===== src/pi_port_regs.vh =====
/*
  Register offsets, field positions, reset values and handshake timing
  for the two-port mode 0 parallel block.
  Assumes a 32-bit Avalon-MM slave with word addresses; only the low
  byte of each register is used.
*/
`ifndef PI_PORT_REGS_VH
`define PI_PORT_REGS_VH

// Word addresses of the registers.
`define ADDR_GENERAL_CONTROL 4'h0
`define ADDR_PORT_STATUS 4'h1
`define ADDR_PORT_A_CONTROL 4'h2
`define ADDR_PORT_B_CONTROL 4'h3
`define ADDR_PORT_A_DATA 4'h4
`define ADDR_PORT_B_DATA 4'h5
`define ADDR_PORT_A_DIRECTION 4'h6
`define ADDR_PORT_B_DIRECTION 4'h7

// Reset values.
`define RESET_CONTROL 8'h00
`define RESET_GENERAL 8'h00
`define RESET_BYTE 8'h00

// Port control register fields.
`define CTL_SUBMODE_HI 7
`define CTL_SUBMODE_LO 6
`define CTL_SEC_HI 5
`define CTL_SEC_LO 3
`define CTL_SEC_IRQ_EN 2
`define CTL_PRI_SVC_EN 1
`define CTL_PRI_STATUS 0

// General control fields: pair enables and asserted sense of each pin.
`define GEN_PAIR_EN_A 0
`define GEN_PAIR_EN_B 1
`define GEN_SENSE_LO 4

// Status register fields; port B sits two bits above port A.
`define STAT_PRIMARY 0
`define STAT_SECONDARY 1

// Handshake timing in clock cycles.
`define HS_ASSERT_DELAY 3'd2
`define HS_PULSE_MAX 3'd4

`endif


===== src/edge_sync.v =====
/*
  Two-flop synchroniser and asserted-edge detector for one handshake pin.
  Assumes the pin is asynchronous to clock and sense is a steady level.
*/
`timescale 1ns/10ps
module edge_sync
(
  input wire clock,
  input wire rst,
  input wire pin,
  input wire sense,
  output wire asserted_edge
);
  reg meta;
  reg sampled;
  reg previous;

  always @(posedge clock or posedge rst)
  begin
    if (rst)
    begin
      meta <= 1'b0;
      sampled <= 1'b0;
      previous <= 1'b0;
    end
    else
    begin
      meta <= pin;
      sampled <= meta;
      previous <= sampled;
    end
  end

  // Only the second and third stages feed the comparison.
  assign asserted_edge = (sampled ~^ sense) & ~(previous ~^ sense);
endmodule // edge_sync


===== src/out_latch_pair.v =====
/*
  Initial and final output latch pair of one double-buffered port.
  Assumes load and take are one-cycle pulses from the same clock.
*/
`timescale 1ns/10ps
`include "pi_port_regs.vh"
module out_latch_pair
(
  input wire clock,
  input wire rst,
  input wire load,
  input wire [7:0] load_data,
  input wire take,
  output reg [7:0] final_data,
  output reg initial_full,
  output reg final_full,
  output reg final_loaded
);
  reg [7:0] initial_data;
  reg next_initial_full;
  reg next_final_full;
  reg move_initial;
  reg load_final;
  reg load_initial;

  // A take frees the final latch before a load in the same cycle looks
  // for room, so a full pair still accepts a write as it drains.
  always @*
  begin
    next_initial_full = initial_full;
    next_final_full = final_full;
    move_initial = 1'b0;
    load_final = 1'b0;
    load_initial = 1'b0;
    if (take && final_full)
    begin
      next_final_full = initial_full;
      next_initial_full = 1'b0;
      move_initial = initial_full;
    end
    // A write with both latches full and no take in the same cycle is dropped.
    if (load && !next_final_full)
    begin
      next_final_full = 1'b1;
      load_final = 1'b1;
    end
    else if (load && !next_initial_full)
    begin
      next_initial_full = 1'b1;
      load_initial = 1'b1;
    end
  end

  always @(posedge clock or posedge rst)
  begin
    if (rst)
    begin
      initial_data <= `RESET_BYTE;
      final_data <= `RESET_BYTE;
      initial_full <= 1'b0;
      final_full <= 1'b0;
      final_loaded <= 1'b0;
    end
    else
    begin
      initial_full <= next_initial_full;
      final_full <= next_final_full;
      final_loaded <= move_initial | load_final;
      if (load_final)
        final_data <= load_data;
      else if (move_initial)
        final_data <= initial_data;
      if (load_initial)
        initial_data <= load_data;
    end
  end
endmodule // out_latch_pair


===== src/pi_port_mode0.v =====
/*
  Mode 0 control and status logic of two 8-bit parallel ports, with an
  Avalon-MM register slave, output latches, handshake pins and status.
  Assumes pins are asynchronous to clock and software programs each port
  control register only while that port's pair enable is clear.
*/
// Chosen here: register access over Avalon-MM and the placing of the registers.
`timescale 1ns/10ps
`include "pi_port_regs.vh"

module pi_port_mode0
(
  input wire clock,
  input wire rst,
  input wire [3:0] address,
  input wire read,
  input wire write,
  input wire [31:0] writedata,
  input wire [3:0] byteenable,
  output reg [31:0] readdata,
  output wire waitrequest,
  input wire [15:0] port_pin_in,
  output wire [15:0] port_pin_out,
  output wire [15:0] port_pin_oe_n,
  input wire port_a_primary_strobe,
  input wire port_b_primary_strobe,
  input wire port_a_secondary_handshake_in,
  input wire port_b_secondary_handshake_in,
  output wire port_a_secondary_handshake_out,
  output wire port_b_secondary_handshake_out,
  output wire port_a_secondary_handshake_oe_n,
  output wire port_b_secondary_handshake_oe_n,
  output wire service_request,
  output wire [1:0] dma_request
);
  localparam ST_IDLE = 3'b001;
  localparam ST_WAIT = 3'b010;
  localparam ST_ASSERT = 3'b100;

  reg [7:0] port_a_control;
  reg [7:0] port_b_control;
  reg [7:0] port_general_control;
  reg [7:0] port_a_direction;
  reg [7:0] port_b_direction;
  reg [7:0] port_a_bit_data;
  reg [7:0] port_b_bit_data;
  reg bus_ack;
  reg [15:0] pin_meta;
  reg [15:0] pin_sampled;
  wire bus_write;
  wire bus_read_start;
  wire [1:0] pair_enable;
  wire [3:0] sense;
  wire [1:0] primary_edge;
  wire [1:0] secondary_edge;
  wire [1:0] primary_flag;
  wire [1:0] secondary_flag;
  wire [1:0] secondary_out;
  wire [1:0] secondary_oe_n;
  wire [15:0] final_data;
  wire [1:0] status_clear_primary;
  wire [1:0] status_clear_secondary;
  wire [1:0] data_write;
  wire [7:0] port_status;

  // Submode field of a port control register.
  function [1:0] submode;
    input [7:0] ctl;
    begin
      submode = ctl[`CTL_SUBMODE_HI:`CTL_SUBMODE_LO];
    end
  endfunction

  // True when the port runs double-buffered output.
  function is_dbl_out;
    input [7:0] ctl;
    begin
      is_dbl_out = (submode(ctl) == 2'b01);
    end
  endfunction

  // True when the port runs bit I/O.
  function is_bit_io;
    input [7:0] ctl;
    begin
      is_bit_io = ctl[`CTL_SUBMODE_HI];
    end
  endfunction

  // Byte read back from a data register for submodes 01 and 1X.
  function [7:0] data_view;
    input [7:0] dir;
    input [7:0] latched;
    input [7:0] pins;
    begin
      data_view = (dir & latched) | (~dir & pins);
    end
  endfunction

  // One wait cycle per access, so read data are registered.
  assign waitrequest = (read | write) & ~bus_ack;
  assign bus_write = write & bus_ack & byteenable[0];
  assign bus_read_start = read & ~bus_ack;

  assign pair_enable[0] = port_general_control[`GEN_PAIR_EN_A];
  assign pair_enable[1] = port_general_control[`GEN_PAIR_EN_B];
  assign sense = port_general_control[`GEN_SENSE_LO+3:`GEN_SENSE_LO];

  assign data_write[0] = bus_write && address == `ADDR_PORT_A_DATA;
  assign data_write[1] = bus_write && address == `ADDR_PORT_B_DATA;
  assign status_clear_primary[0] = bus_write &&
    address == `ADDR_PORT_STATUS && writedata[`STAT_PRIMARY];
  assign status_clear_secondary[0] = bus_write &&
    address == `ADDR_PORT_STATUS && writedata[`STAT_SECONDARY];
  assign status_clear_primary[1] = bus_write &&
    address == `ADDR_PORT_STATUS && writedata[`STAT_PRIMARY+2];
  assign status_clear_secondary[1] = bus_write &&
    address == `ADDR_PORT_STATUS && writedata[`STAT_SECONDARY+2];

  assign port_status = {4'h0, secondary_flag[1], primary_flag[1],
    secondary_flag[0], primary_flag[0]};

  always @(posedge clock or posedge rst)
  begin
    if (rst)
    begin
      bus_ack <= 1'b0;
      port_a_control <= `RESET_CONTROL;
      port_b_control <= `RESET_CONTROL;
      port_general_control <= `RESET_GENERAL;
      port_a_direction <= `RESET_BYTE;
      port_b_direction <= `RESET_BYTE;
      port_a_bit_data <= `RESET_BYTE;
      port_b_bit_data <= `RESET_BYTE;
      readdata <= 32'h0000_0000;
      pin_meta <= 16'h0000;
      pin_sampled <= 16'h0000;
    end
    else
    begin
      bus_ack <= (read | write) & ~bus_ack;
      pin_meta <= port_pin_in;
      pin_sampled <= pin_meta;
      if (bus_write)
      begin
        case (address)
          `ADDR_GENERAL_CONTROL: port_general_control <= writedata[7:0];
          `ADDR_PORT_A_CONTROL: port_a_control <= writedata[7:0];
          `ADDR_PORT_B_CONTROL: port_b_control <= writedata[7:0];
          `ADDR_PORT_A_DIRECTION: port_a_direction <= writedata[7:0];
          `ADDR_PORT_B_DIRECTION: port_b_direction <= writedata[7:0];
          `ADDR_PORT_A_DATA: port_a_bit_data <= writedata[7:0];
          `ADDR_PORT_B_DATA: port_b_bit_data <= writedata[7:0];
          default: ;
        endcase
      end
      if (bus_read_start)
      begin
        case (address)
          `ADDR_GENERAL_CONTROL: readdata <= {24'h00_0000,
            port_general_control};
          `ADDR_PORT_STATUS: readdata <= {24'h00_0000, port_status};
          `ADDR_PORT_A_CONTROL: readdata <= {24'h00_0000, port_a_control};
          `ADDR_PORT_B_CONTROL: readdata <= {24'h00_0000, port_b_control};
          `ADDR_PORT_A_DIRECTION: readdata <= {24'h00_0000,
            port_a_direction};
          `ADDR_PORT_B_DIRECTION: readdata <= {24'h00_0000,
            port_b_direction};
          `ADDR_PORT_A_DATA: readdata <= {24'h00_0000,
            data_view(port_a_direction, is_bit_io(port_a_control) ?
            port_a_bit_data : final_data[7:0], pin_sampled[7:0])};
          `ADDR_PORT_B_DATA: readdata <= {24'h00_0000,
            data_view(port_b_direction, is_bit_io(port_b_control) ?
            port_b_bit_data : final_data[15:8], pin_sampled[15:8])};
          default: readdata <= 32'h0000_0000;
        endcase
      end
    end
  end

  edge_sync u_a_primary
  (
    .clock(clock),
    .rst(rst),
    .pin(port_a_primary_strobe),
    .sense(sense[0]),
    .asserted_edge(primary_edge[0])
  );

  edge_sync u_b_primary
  (
    .clock(clock),
    .rst(rst),
    .pin(port_b_primary_strobe),
    .sense(sense[2]),
    .asserted_edge(primary_edge[1])
  );

  edge_sync u_a_secondary
  (
    .clock(clock),
    .rst(rst),
    .pin(port_a_secondary_handshake_in),
    .sense(sense[1]),
    .asserted_edge(secondary_edge[0])
  );

  edge_sync u_b_secondary
  (
    .clock(clock),
    .rst(rst),
    .pin(port_b_secondary_handshake_in),
    .sense(sense[3]),
    .asserted_edge(secondary_edge[1])
  );

  genvar p;
  generate
    for (p = 0; p < 2; p = p + 1)
    begin : port
      wire [7:0] ctl;
      wire [7:0] dir;
      wire [7:0] bit_data;
      wire [2:0] sec_mode;
      wire dbl_out;
      wire bit_io;
      wire protocol;
      wire take;
      wire initial_full;
      wire final_full;
      wire final_loaded;
      wire level_flag;
      wire sec_asserted;
      reg [2:0] state;
      reg [2:0] count;
      reg primary_sticky;
      reg secondary_sticky;

      assign ctl = (p == 0) ? port_a_control : port_b_control;
      assign dir = (p == 0) ? port_a_direction : port_b_direction;
      assign bit_data = (p == 0) ? port_a_bit_data : port_b_bit_data;
      assign sec_mode = ctl[`CTL_SEC_HI:`CTL_SEC_LO];
      assign dbl_out = is_dbl_out(ctl);
      assign bit_io = is_bit_io(ctl);
      assign protocol = dbl_out && sec_mode[2] && sec_mode[1];

      // With the secondary field at 11X, strobes only move data while the handshake pin is asserted.
      assign take = dbl_out && primary_edge[p] &&
        (!protocol || state == ST_ASSERT);

      out_latch_pair u_latch
      (
        .clock(clock),
        .rst(rst),
        .load(data_write[p] && dbl_out),
        .load_data(writedata[7:0]),
        .take(take | (state == ST_ASSERT && sec_mode[0] &&
          count == `HS_PULSE_MAX - 3'd1)),
        .final_data(final_data[8*p+7:8*p]),
        .initial_full(initial_full),
        .final_full(final_full),
        .final_loaded(final_loaded)
      );

      always @(posedge clock or posedge rst)
      begin
        if (rst)
        begin
          state <= ST_IDLE;
          count <= 3'd0;
          primary_sticky <= 1'b0;
          secondary_sticky <= 1'b0;
        end
        else
        begin
          if (!protocol || !pair_enable[p])
          begin
            state <= ST_IDLE;
            count <= 3'd0;
          end
          else
          begin
            case (state)
              ST_IDLE:
              begin
                count <= 3'd0;
                if (final_loaded)
                  state <= ST_WAIT;
              end
              ST_WAIT:
              begin
                count <= count + 3'd1;
                if (count == `HS_ASSERT_DELAY - 3'd2)
                begin
                  state <= ST_ASSERT;
                  count <= 3'd0;
                end
              end
              ST_ASSERT:
              begin
                count <= count + 3'd1;
                if (primary_edge[p])
                  state <= ST_IDLE;
                else if (sec_mode[0] && count == `HS_PULSE_MAX - 3'd1)
                  state <= ST_IDLE;
              end
              default: state <= ST_IDLE;
            endcase
          end
          // Set wins over a clear written in the same cycle.
          if (!pair_enable[p] || !bit_io)
            primary_sticky <= 1'b0;
          else if (primary_edge[p])
            primary_sticky <= 1'b1;
          else if (status_clear_primary[p])
            primary_sticky <= 1'b0;
          if (!pair_enable[p] || sec_mode[2] || !(dbl_out || bit_io))
            secondary_sticky <= 1'b0;
          else if (secondary_edge[p])
            secondary_sticky <= 1'b1;
          else if (status_clear_secondary[p])
            secondary_sticky <= 1'b0;
        end
      end

      // Port B takes its status choice from its own control register, as port A does.
      assign level_flag = ctl[`CTL_PRI_STATUS] ?
        (!initial_full && !final_full) :
        !(initial_full && final_full);
      assign primary_flag[p] = bit_io ? primary_sticky :
        (dbl_out && level_flag);
      assign secondary_flag[p] = secondary_sticky;

      // The strobe edge negates the pin in the same cycle it is seen.
      assign sec_asserted = protocol ?
        (pair_enable[p] && state == ST_ASSERT && !primary_edge[p]) :
        sec_mode[0];
      assign secondary_out[p] = sec_asserted ~^ sense[2*p+1];
      assign secondary_oe_n[p] = !(sec_mode[2] && (dbl_out || bit_io));

      assign port_pin_out[8*p+7:8*p] = bit_io ? bit_data :
        final_data[8*p+7:8*p];
      assign port_pin_oe_n[8*p+7:8*p] = (dbl_out || bit_io) ? ~dir :
        8'hff;

      // Bit I/O raises no DMA request.
      assign dma_request[p] = dbl_out && ctl[`CTL_PRI_SVC_EN] &&
        primary_flag[p];
    end
  endgenerate

  assign service_request =
    (primary_flag[0] && port_a_control[`CTL_PRI_SVC_EN]) ||
    (primary_flag[1] && port_b_control[`CTL_PRI_SVC_EN]) ||
    (secondary_flag[0] && port_a_control[`CTL_SEC_IRQ_EN]) ||
    (secondary_flag[1] && port_b_control[`CTL_SEC_IRQ_EN]);

  assign port_a_secondary_handshake_out = secondary_out[0];
  assign port_b_secondary_handshake_out = secondary_out[1];
  assign port_a_secondary_handshake_oe_n = secondary_oe_n[0];
  assign port_b_secondary_handshake_oe_n = secondary_oe_n[1];
endmodule // pi_port_mode0


===== config.mk =====
export PLATFORM = sky130hd
export DESIGN_NAME = pi_port_mode0
export DESIGN_NICKNAME = d
export VERILOG_FILES = /design/src/edge_sync.v /design/src/out_latch_pair.v /design/src/pi_port_mode0.v
export VERILOG_INCLUDE_DIRS = /design/src /design/src/src
export SDC_FILE = /design/constraint.sdc
export NUM_CORES = 1
export LEC_CHECK = 0
export ABC_AREA = 0
export BUFFER_PORTS_ARGS = -buffer_cell sky130_fd_sc_hd__buf_2
export CAP_MARGIN = 20
export CORE_MARGIN = 3
export CORE_UTILIZATION = 53
export CTS_CLUSTER_SIZE = 24
export DETAILED_ROUTE_END_ITERATION = 10
export GPL_TIMING_DRIVEN = 1
export PLACE_DENSITY_LB_ADDON = 0.08
export SYNTH_ARGS = -nofsm -noshare
export SYNTH_HDL_FRONTEND = slang
export SYNTH_SLANG_ARGS = --single-unit
export TNS_END_PERCENT = 100

===== constraint.sdc =====
create_clock -name clock -period 8.8 [get_ports clock]
set_clock_uncertainty 0.1 [all_clocks]
set_input_delay 1.32 -clock clock [delete_from_list [all_inputs] [get_ports clock]]
set_output_delay 1.32 -clock clock [all_outputs]
set_load 0.01 [all_outputs]

==> impl_metrics.json, run 1 <==
{
  "cts_tree": "built",
  "relSlewSlack_pct": 37.3,
  "worst_setup_path_end_kind": "output port",
  "dp_hpwl_um": 13000,
  "core_sq_um": 13900,
  "drive_gt1_share_pct": 33.7,
  "outcome": "complete, no violations",
  "grt_pass1_vias": 5271,
  "gp_congestion": 0.876,
  "start_util_pct": 54.5,
  "synth-edff-count": 0,
  "synth_xor_area_share_pct": 0.445,
  "final_max_slew_viol_count": 0,
  "required_ps": 7380,
  "h-tree-depth": 4,
  "finalPower_w": 0.00196,
  "hold_path_class": "register to register",
  "final_area_sq_um": 8610,
  "clock-sinks": 163,
  "ys_seq_area_share_pct": 53.7,
  "setup_viol": 0,
  "cts-root-buf": "clkbuf_16",
  "dpl-instance-area_sq_um": 8010,
  "rows": 43,
  "drtAntennaViolNets": 0,
  "mostFrequentLayoutCell": "dfrtp_1",
  "vias": 5320,
  "synth_adder_area_share_pct": 1.25,
  "grt_max_degree": 84,
  "cts_resized": 0,
  "track_usage_pct": 24.2,
  "leakage_nw": 3.88,
  "min_from": "pin_meta[6]$_DFF_PP0_",
  "ys_types": 67,
  "first_pass_iters": 5,
  "drc": 0,
  "yosys.area_share.simple_pct": 12.4,
  "clk_path_buf_depth": 2,
  "period_share_pct": 44.9,
  "synth-compound-area-share_pct": 10.2,
  "cts.clk_slew.worst_paths_ps": 60,
  "diodes": 0,
  "dieArea_sq_um": 15800,
  "synth_top_family_by_area": "multiplexers",
  "avgRoutedWirePerCell_um": 20.9,
  "min_to": "pin_sampled[6]$_DFF_PP0_",
  "ys_seq_elements": 163,
  "worstReg2RegEnd": "port[1].u_latch.final_data[2]$_DFFE_PP0P_",
  "overflow": 0,
  "cts_hold_buf": 0,
  "post_cts_buffers": 0,
  "mostFrequentLayoutCells": "dfrtp_1 (161), buf_2 (84), mux2_2 (78)",
  "fmax_mhz": 253,
  "ys.flop_type": "dfrtp_1",
  "antenna_found_initial": 0,
  "syn-cell-area_sq_um": 7590,
  "nets": 775,
  "powerDensity_nw_per_um2": 228,
  "reg2reg_slack_ps": 6080,
  "post-route-min-period_ps": 3950,
  "fp.dieH_um": 126,
  "grt_pass1_wl_um": 29300,
  "r2r_start": "port[1].ctl[7]$_DFFE_PP0P_",
  "peakVddDrop_v": 0.000149,
  "rsz0062_at_grt": "no",
  "worstSetupPathType": "register to output port",
  "async_reset_ff_share_pct": 100,
  "syn-mean-instance-area_sq_um": 12.1,
  "drt_wl_total_um": 18800,
  "drv_cap": 0,
  "port_buffers": 84,
  "die-width_um": 126,
  "tightest_slew_ps": 937,
  "yosys_warnings": 0,
  "synthToLayoutAreaGrowth_pct": 13.4,
  "setup-tns-final_ps": 0,
  "hold_depth": 0,
  "routed_via_density": 5.92,
  "cts_buffers": 17,
  "clock_latency_ps": 420,
  "hold_violations": 0,
  "crit_fanout": 15,
  "r2r_cells": 5,
  "syn_inst": 630,
  "synth.area.mux_share_pct": 16.7,
  "drt_iter0_drc": 361,
  "cp.arrival_ps": 2530,
  "ios": 136,
  "startpoint_type": "register"
}
[critical path: stages (launching register included)]
cell      delay [ps]
dfrtp_1          640
nand2b_1         380
or3_1            490
o21ai_0          240
xnor2_1          180
buf_2            170
[stage by stage]
stage / setup WS (ps) / cells / hold slack (ps) / utilization, %
after floorplan: 2980 / 653 / 231 / -
after global placement: 4670 / 865 / 232 / 57.5
after detailed placement: 4630 / 865 / 235 / 57.5
after CTS: 4870 / 897 / 247 / 61.6
after global routing: 4700 / 898 / 252 / 61.8
final: 4850 / 898 / 247 / 61.8
[logic make-up after synthesis]
group / count (synthesis)
simple gates: 179
flops: 163
mux: 106
compound gates: 102
buf+inv: 68
fa+ha+maj: 8
xor+xnor: 3
other cells: 1
[power by group]
group	internal, W	total, W	leakage (nW)	switching, W
clock	0.000424	0.000720	0.279	0.000296
combinational	0.000151	0.000320	1.51	0.000169
sequential	0.000831	0.000923	2.10	0.0000917
total	0.00141	0.00196	3.88	0.000558
[how the worst max path moves through the flow]
stage | startpoint | cells after the start | to
detailed placement | address[2] | 6 | port[1].u_latch.initial_data[0]$_DFFE_PP0P_
floorplan | rst | 1 | bus_ack$_DFF_PP0_
CTS | port[1].ctl[7]$_DFFE_PP0P_ | 5 | port_b_secondary_handshake_out
global placement | address[2] | 6 | port[1].u_latch.initial_data[1]$_DFFE_PP0P_
global route | port[1].ctl[7]$_DFFE_PP0P_ | 5 | port_b_secondary_handshake_out
finish | port[1].ctl[7]$_DFFE_PP0P_ | 5 | port_b_secondary_handshake_out
[registers in the layout, indices dropped and copies added (netlist names), 2 cells and up]
register,count
port.u_latch.final_loaded,2
port.u_latch.final_full,2
pin_meta,16
port.dir,16
port.state,6
port.primary_sticky,2
port.bit_data,16
readdata,8
port.u_latch.initial_full,2
port_general_control,8
port.ctl,16
port.u_latch.final_data,16
port.secondary_sticky,2
port.count,6
port.u_latch.initial_data,16
pin_sampled,16
[metal layers]
metal	wire [um]	GRT usage [%]	part of all wire (%)	vias up
met5	0	0	0	-
met3	1090	5.43	5.8	34
li1	-	-	-	2362
met2	8780	36.8	47	194
met4	499	9.38	2.7	0
met1	8430	34.3	45	2730
[synth_stat cells, drive strengths merged, types with 3 or more instances]
cell type    n  area share (%)
nor4b        5            0.86
mux4         8             2.4
o221a       16             2.4
mux2i       18             2.4
buf         36             3.6
dfrtp      161              53
nand3        8            0.59
or2b         8            0.79
and2         4            0.33
or3          5            0.43
nand2       75             3.7
a32o         8             1.1
nor3         4            0.26
nor2        31             1.5
a21oi       14            0.97
clkbuf      19            0.94
mux2        80              12
or2          4            0.36
nor2b        7            0.58
ha           6            0.99
o32a         8             1.1
inv         13            0.64
a221oi       4            0.46
a22oi        4            0.40
and3         3            0.31
nor3b        4            0.46
nand2b       7            0.58
o21ai       36             2.4
[layout make-up]
cell class	instances	area, sq um
Clock buffer	19	443
Clock inverter	13	134
Fill cell	1114	5320
Inverter	13	53.8
Multi-Input combinational cell	422	3210
Sequential cell	163	4080
Tap cell	180	225
Timing Repair Buffer	88	470
Note: power is estimated with default switching activity, not from simulation.
==> run 2, diff against run 1 <==
Clock period 8.8 ns to 3.9 ns, I/O delays scaled along.
==> run 2 against run 1 <==
  * Non-clock buffer count rose by 2
  * Highest routed layer unchanged
  * Sequential power rose by 130%
  * Critical endpoint unchanged
  * Flip-flop and latch count did not move
  * Power rose by 130%
  * Worst hold slack got worse by 87 ps
  * Register-to-register slack got worse by 4800 ps
  * Combinational power rose by 130%
==> impl_metrics.json, run 2 (synthesis gave the netlist of run 1 again) <==
{
  "cts_resized": 0,
  "crit_chain": "nand2b_1 -> or3_1 -> o21ai_0 -> xnor2_1 -> buf_2",
  "antenna_found_initial": 0,
  "relSlewSlack_pct": 49.0,
  "grt_pass1_wl_um": 29600,
  "avgRoutedWirePerCell_um": 20.9,
  "start_util_pct": 54.5,
  "cts_hold_buf": 0,
  "cp.arrival_ps": 2480,
  "hold_path_class": "input port to register",
  "core_sq_um": 13900,
  "outcome": "complete, no violations",
  "post-route-min-period_ps": 3170,
  "startpoint_type": "register",
  "drive_gt1_share_pct": 33.9,
  "nets": 777,
  "first_pass_iters": 5,
  "h-tree-depth": 4,
  "instances_no_fill": 899,
  "max_stage_delay_ps": 610,
  "tightest_slew_ps": 763,
  "grt_pass1_vias": 5257,
  "setup_viol": 0,
  "cts_buffers": 17,
  "clk_path_buf_depth": 2,
  "reg2reg_slack_ps": 1300,
  "fmax_mhz": 316,
  "grt_max_degree": 96,
  "cts_tree": "built",
  "die-width_um": 126,
  "dp_hpwl_um": 13300,
  "synthToLayoutAreaGrowth_pct": 13.7,
  "drtAntennaViolNets": 0,
  "vias": 5309,
  "grtUsageMet2_pct": 37.4,
  "cts.clk_slew.worst_paths_ps": 70,
  "powerDensity_nw_per_um2": 519,
  "mostFrequentLayoutCells": "dfrtp_1 (161), buf_2 (84), mux2_2 (78)",
  "drv_cap": 0,
  "drt_wl_total_um": 18800,
  "worstSetupPathType": "register to output port",
  "hold_violations": 0,
  "drt_iter0_drc": 397,
  "ios": 136,
  "rsz0062_at_grt": "no",
  "critPathBufInv": 1,
  "routed_via_density": 5.91,
  "cpLargestDelayFamily": "simple AND/OR/NAND/NOR gates",
  "grt_use_met1_pct": 34.7,
  "rows": 43,
  "grt-busiest-layer": "met2",
  "post_cts_buffers": 0,
  "diodes": 0,
  "peakVddDrop_v": 0.000378,
  "clock_latency_ps": 430,
  "gp_congestion": 0.904,
  "clock-sinks": 163,
  "cts-root-buf": "clkbuf_16",
  "met3_usage_pct": 5.81,
  "fp.dieH_um": 126,
  "crit_fanout": 15,
  "drc": 0,
  "track_usage_pct": 24.3,
  "dpl.cell_count": 868,
  "leakage_nw": 3.89,
  "critical_path.slowest_cell": "dfrtp_1",
  "port_buffers": 84,
  "required_ps": 3210,
  "final_max_slew_viol_count": 0,
  "worst_setup_path_end_kind": "output port",
  "setup-tns-final_ps": 0,
  "period_share_pct": 81.2,
  "overflow": 0,
  "dieArea_sq_um": 15800,
  "mostFrequentLayoutCell": "dfrtp_1"
}
run 2: cell types whose count changed in the layout (fill, tap and decap cells not counted), sizes merged:
cell / before / now
inv: 14 / 17
buf: 88 / 90
clkbuf: 19 / 18
clkinvlp: 3 / 4
clkinv: 7 / 3
run 2: routing by layer:
| layer | vias up | part of all wire, % |
|---|---|---|
| li1 | 2363 | - |
| met1 | 2731 | 44 |
| met2 | 189 | 48 |
| met3 | 26 | 6.2 |
| met4 | 0 | 1.8 |
| met5 | - | 0 |
run 2: final cells by class:
cell class                 count  area (sq um)
clock inverter                13           149
inverter                      13          52.6
multi-input combinational    422          3210
clock buffer                  18           439
fill                        1167          5300
sequential                   163          4080
timing repair buffer          90           478
tap                          180           225
run 2: final timing paths:
kind,start,end,cells past startpoint
worst max-delay path,port[1].ctl[7]$_DFFE_PP0P_,port_b_secondary_handshake_out,5
min in group asynchronous,rst,pin_meta[15]$_DFF_PP0_,2
max in group asynchronous,rst,port[0].state[0]$_DFFE_PP1P_,3
worst min register to register,pin_meta[13]$_DFF_PP0_,pin_sampled[13]$_DFF_PP0_,0
worst min-delay path,port_pin_in[12],pin_meta[12]$_DFF_PP0_,1
worst max register to register,port[1].ctl[7]$_DFFE_PP0P_,port[1].u_latch.final_data[4]$_DFFE_PP0P_,5
run 2: worst reg2reg max path, stage by stage, from the launching register on:
cell and delay (ps):
dfrtp_1 610, nor2b_1 400, o221ai_1 210, nand3_1 360, nand4_1 420, o221a_2 380
run 2: power breakdown:
group          leakage, nW  switching, W  internal (W)
Clock                0.280      0.000703      0.000967
Combinational         1.51      0.000384      0.000341
Sequential            2.10      0.000206       0.00187
Total                 3.89       0.00129       0.00318
run 2: stage by stage:
| stage | utilization (%) | hold slack [ps] | total power [W] | instance area, sq um | worst slack (ps) |
|---|---|---|---|---|---|
| global route | 61.9 | 135 | 0.00466 | 8630 | 629 |
| finish | 61.9 | 160 | 0.00448 | 8630 | 734 |
| global placement | 57.7 | 232 | 0.00281 | 8040 | 929 |
| floorplan | - | 231 | 0.00255 | 7680 | 1150 |
| CTS | 61.9 | 140 | 0.00451 | 8630 | 728 |
| detailed placement | 57.7 | 235 | 0.00283 | 8040 | 873 |
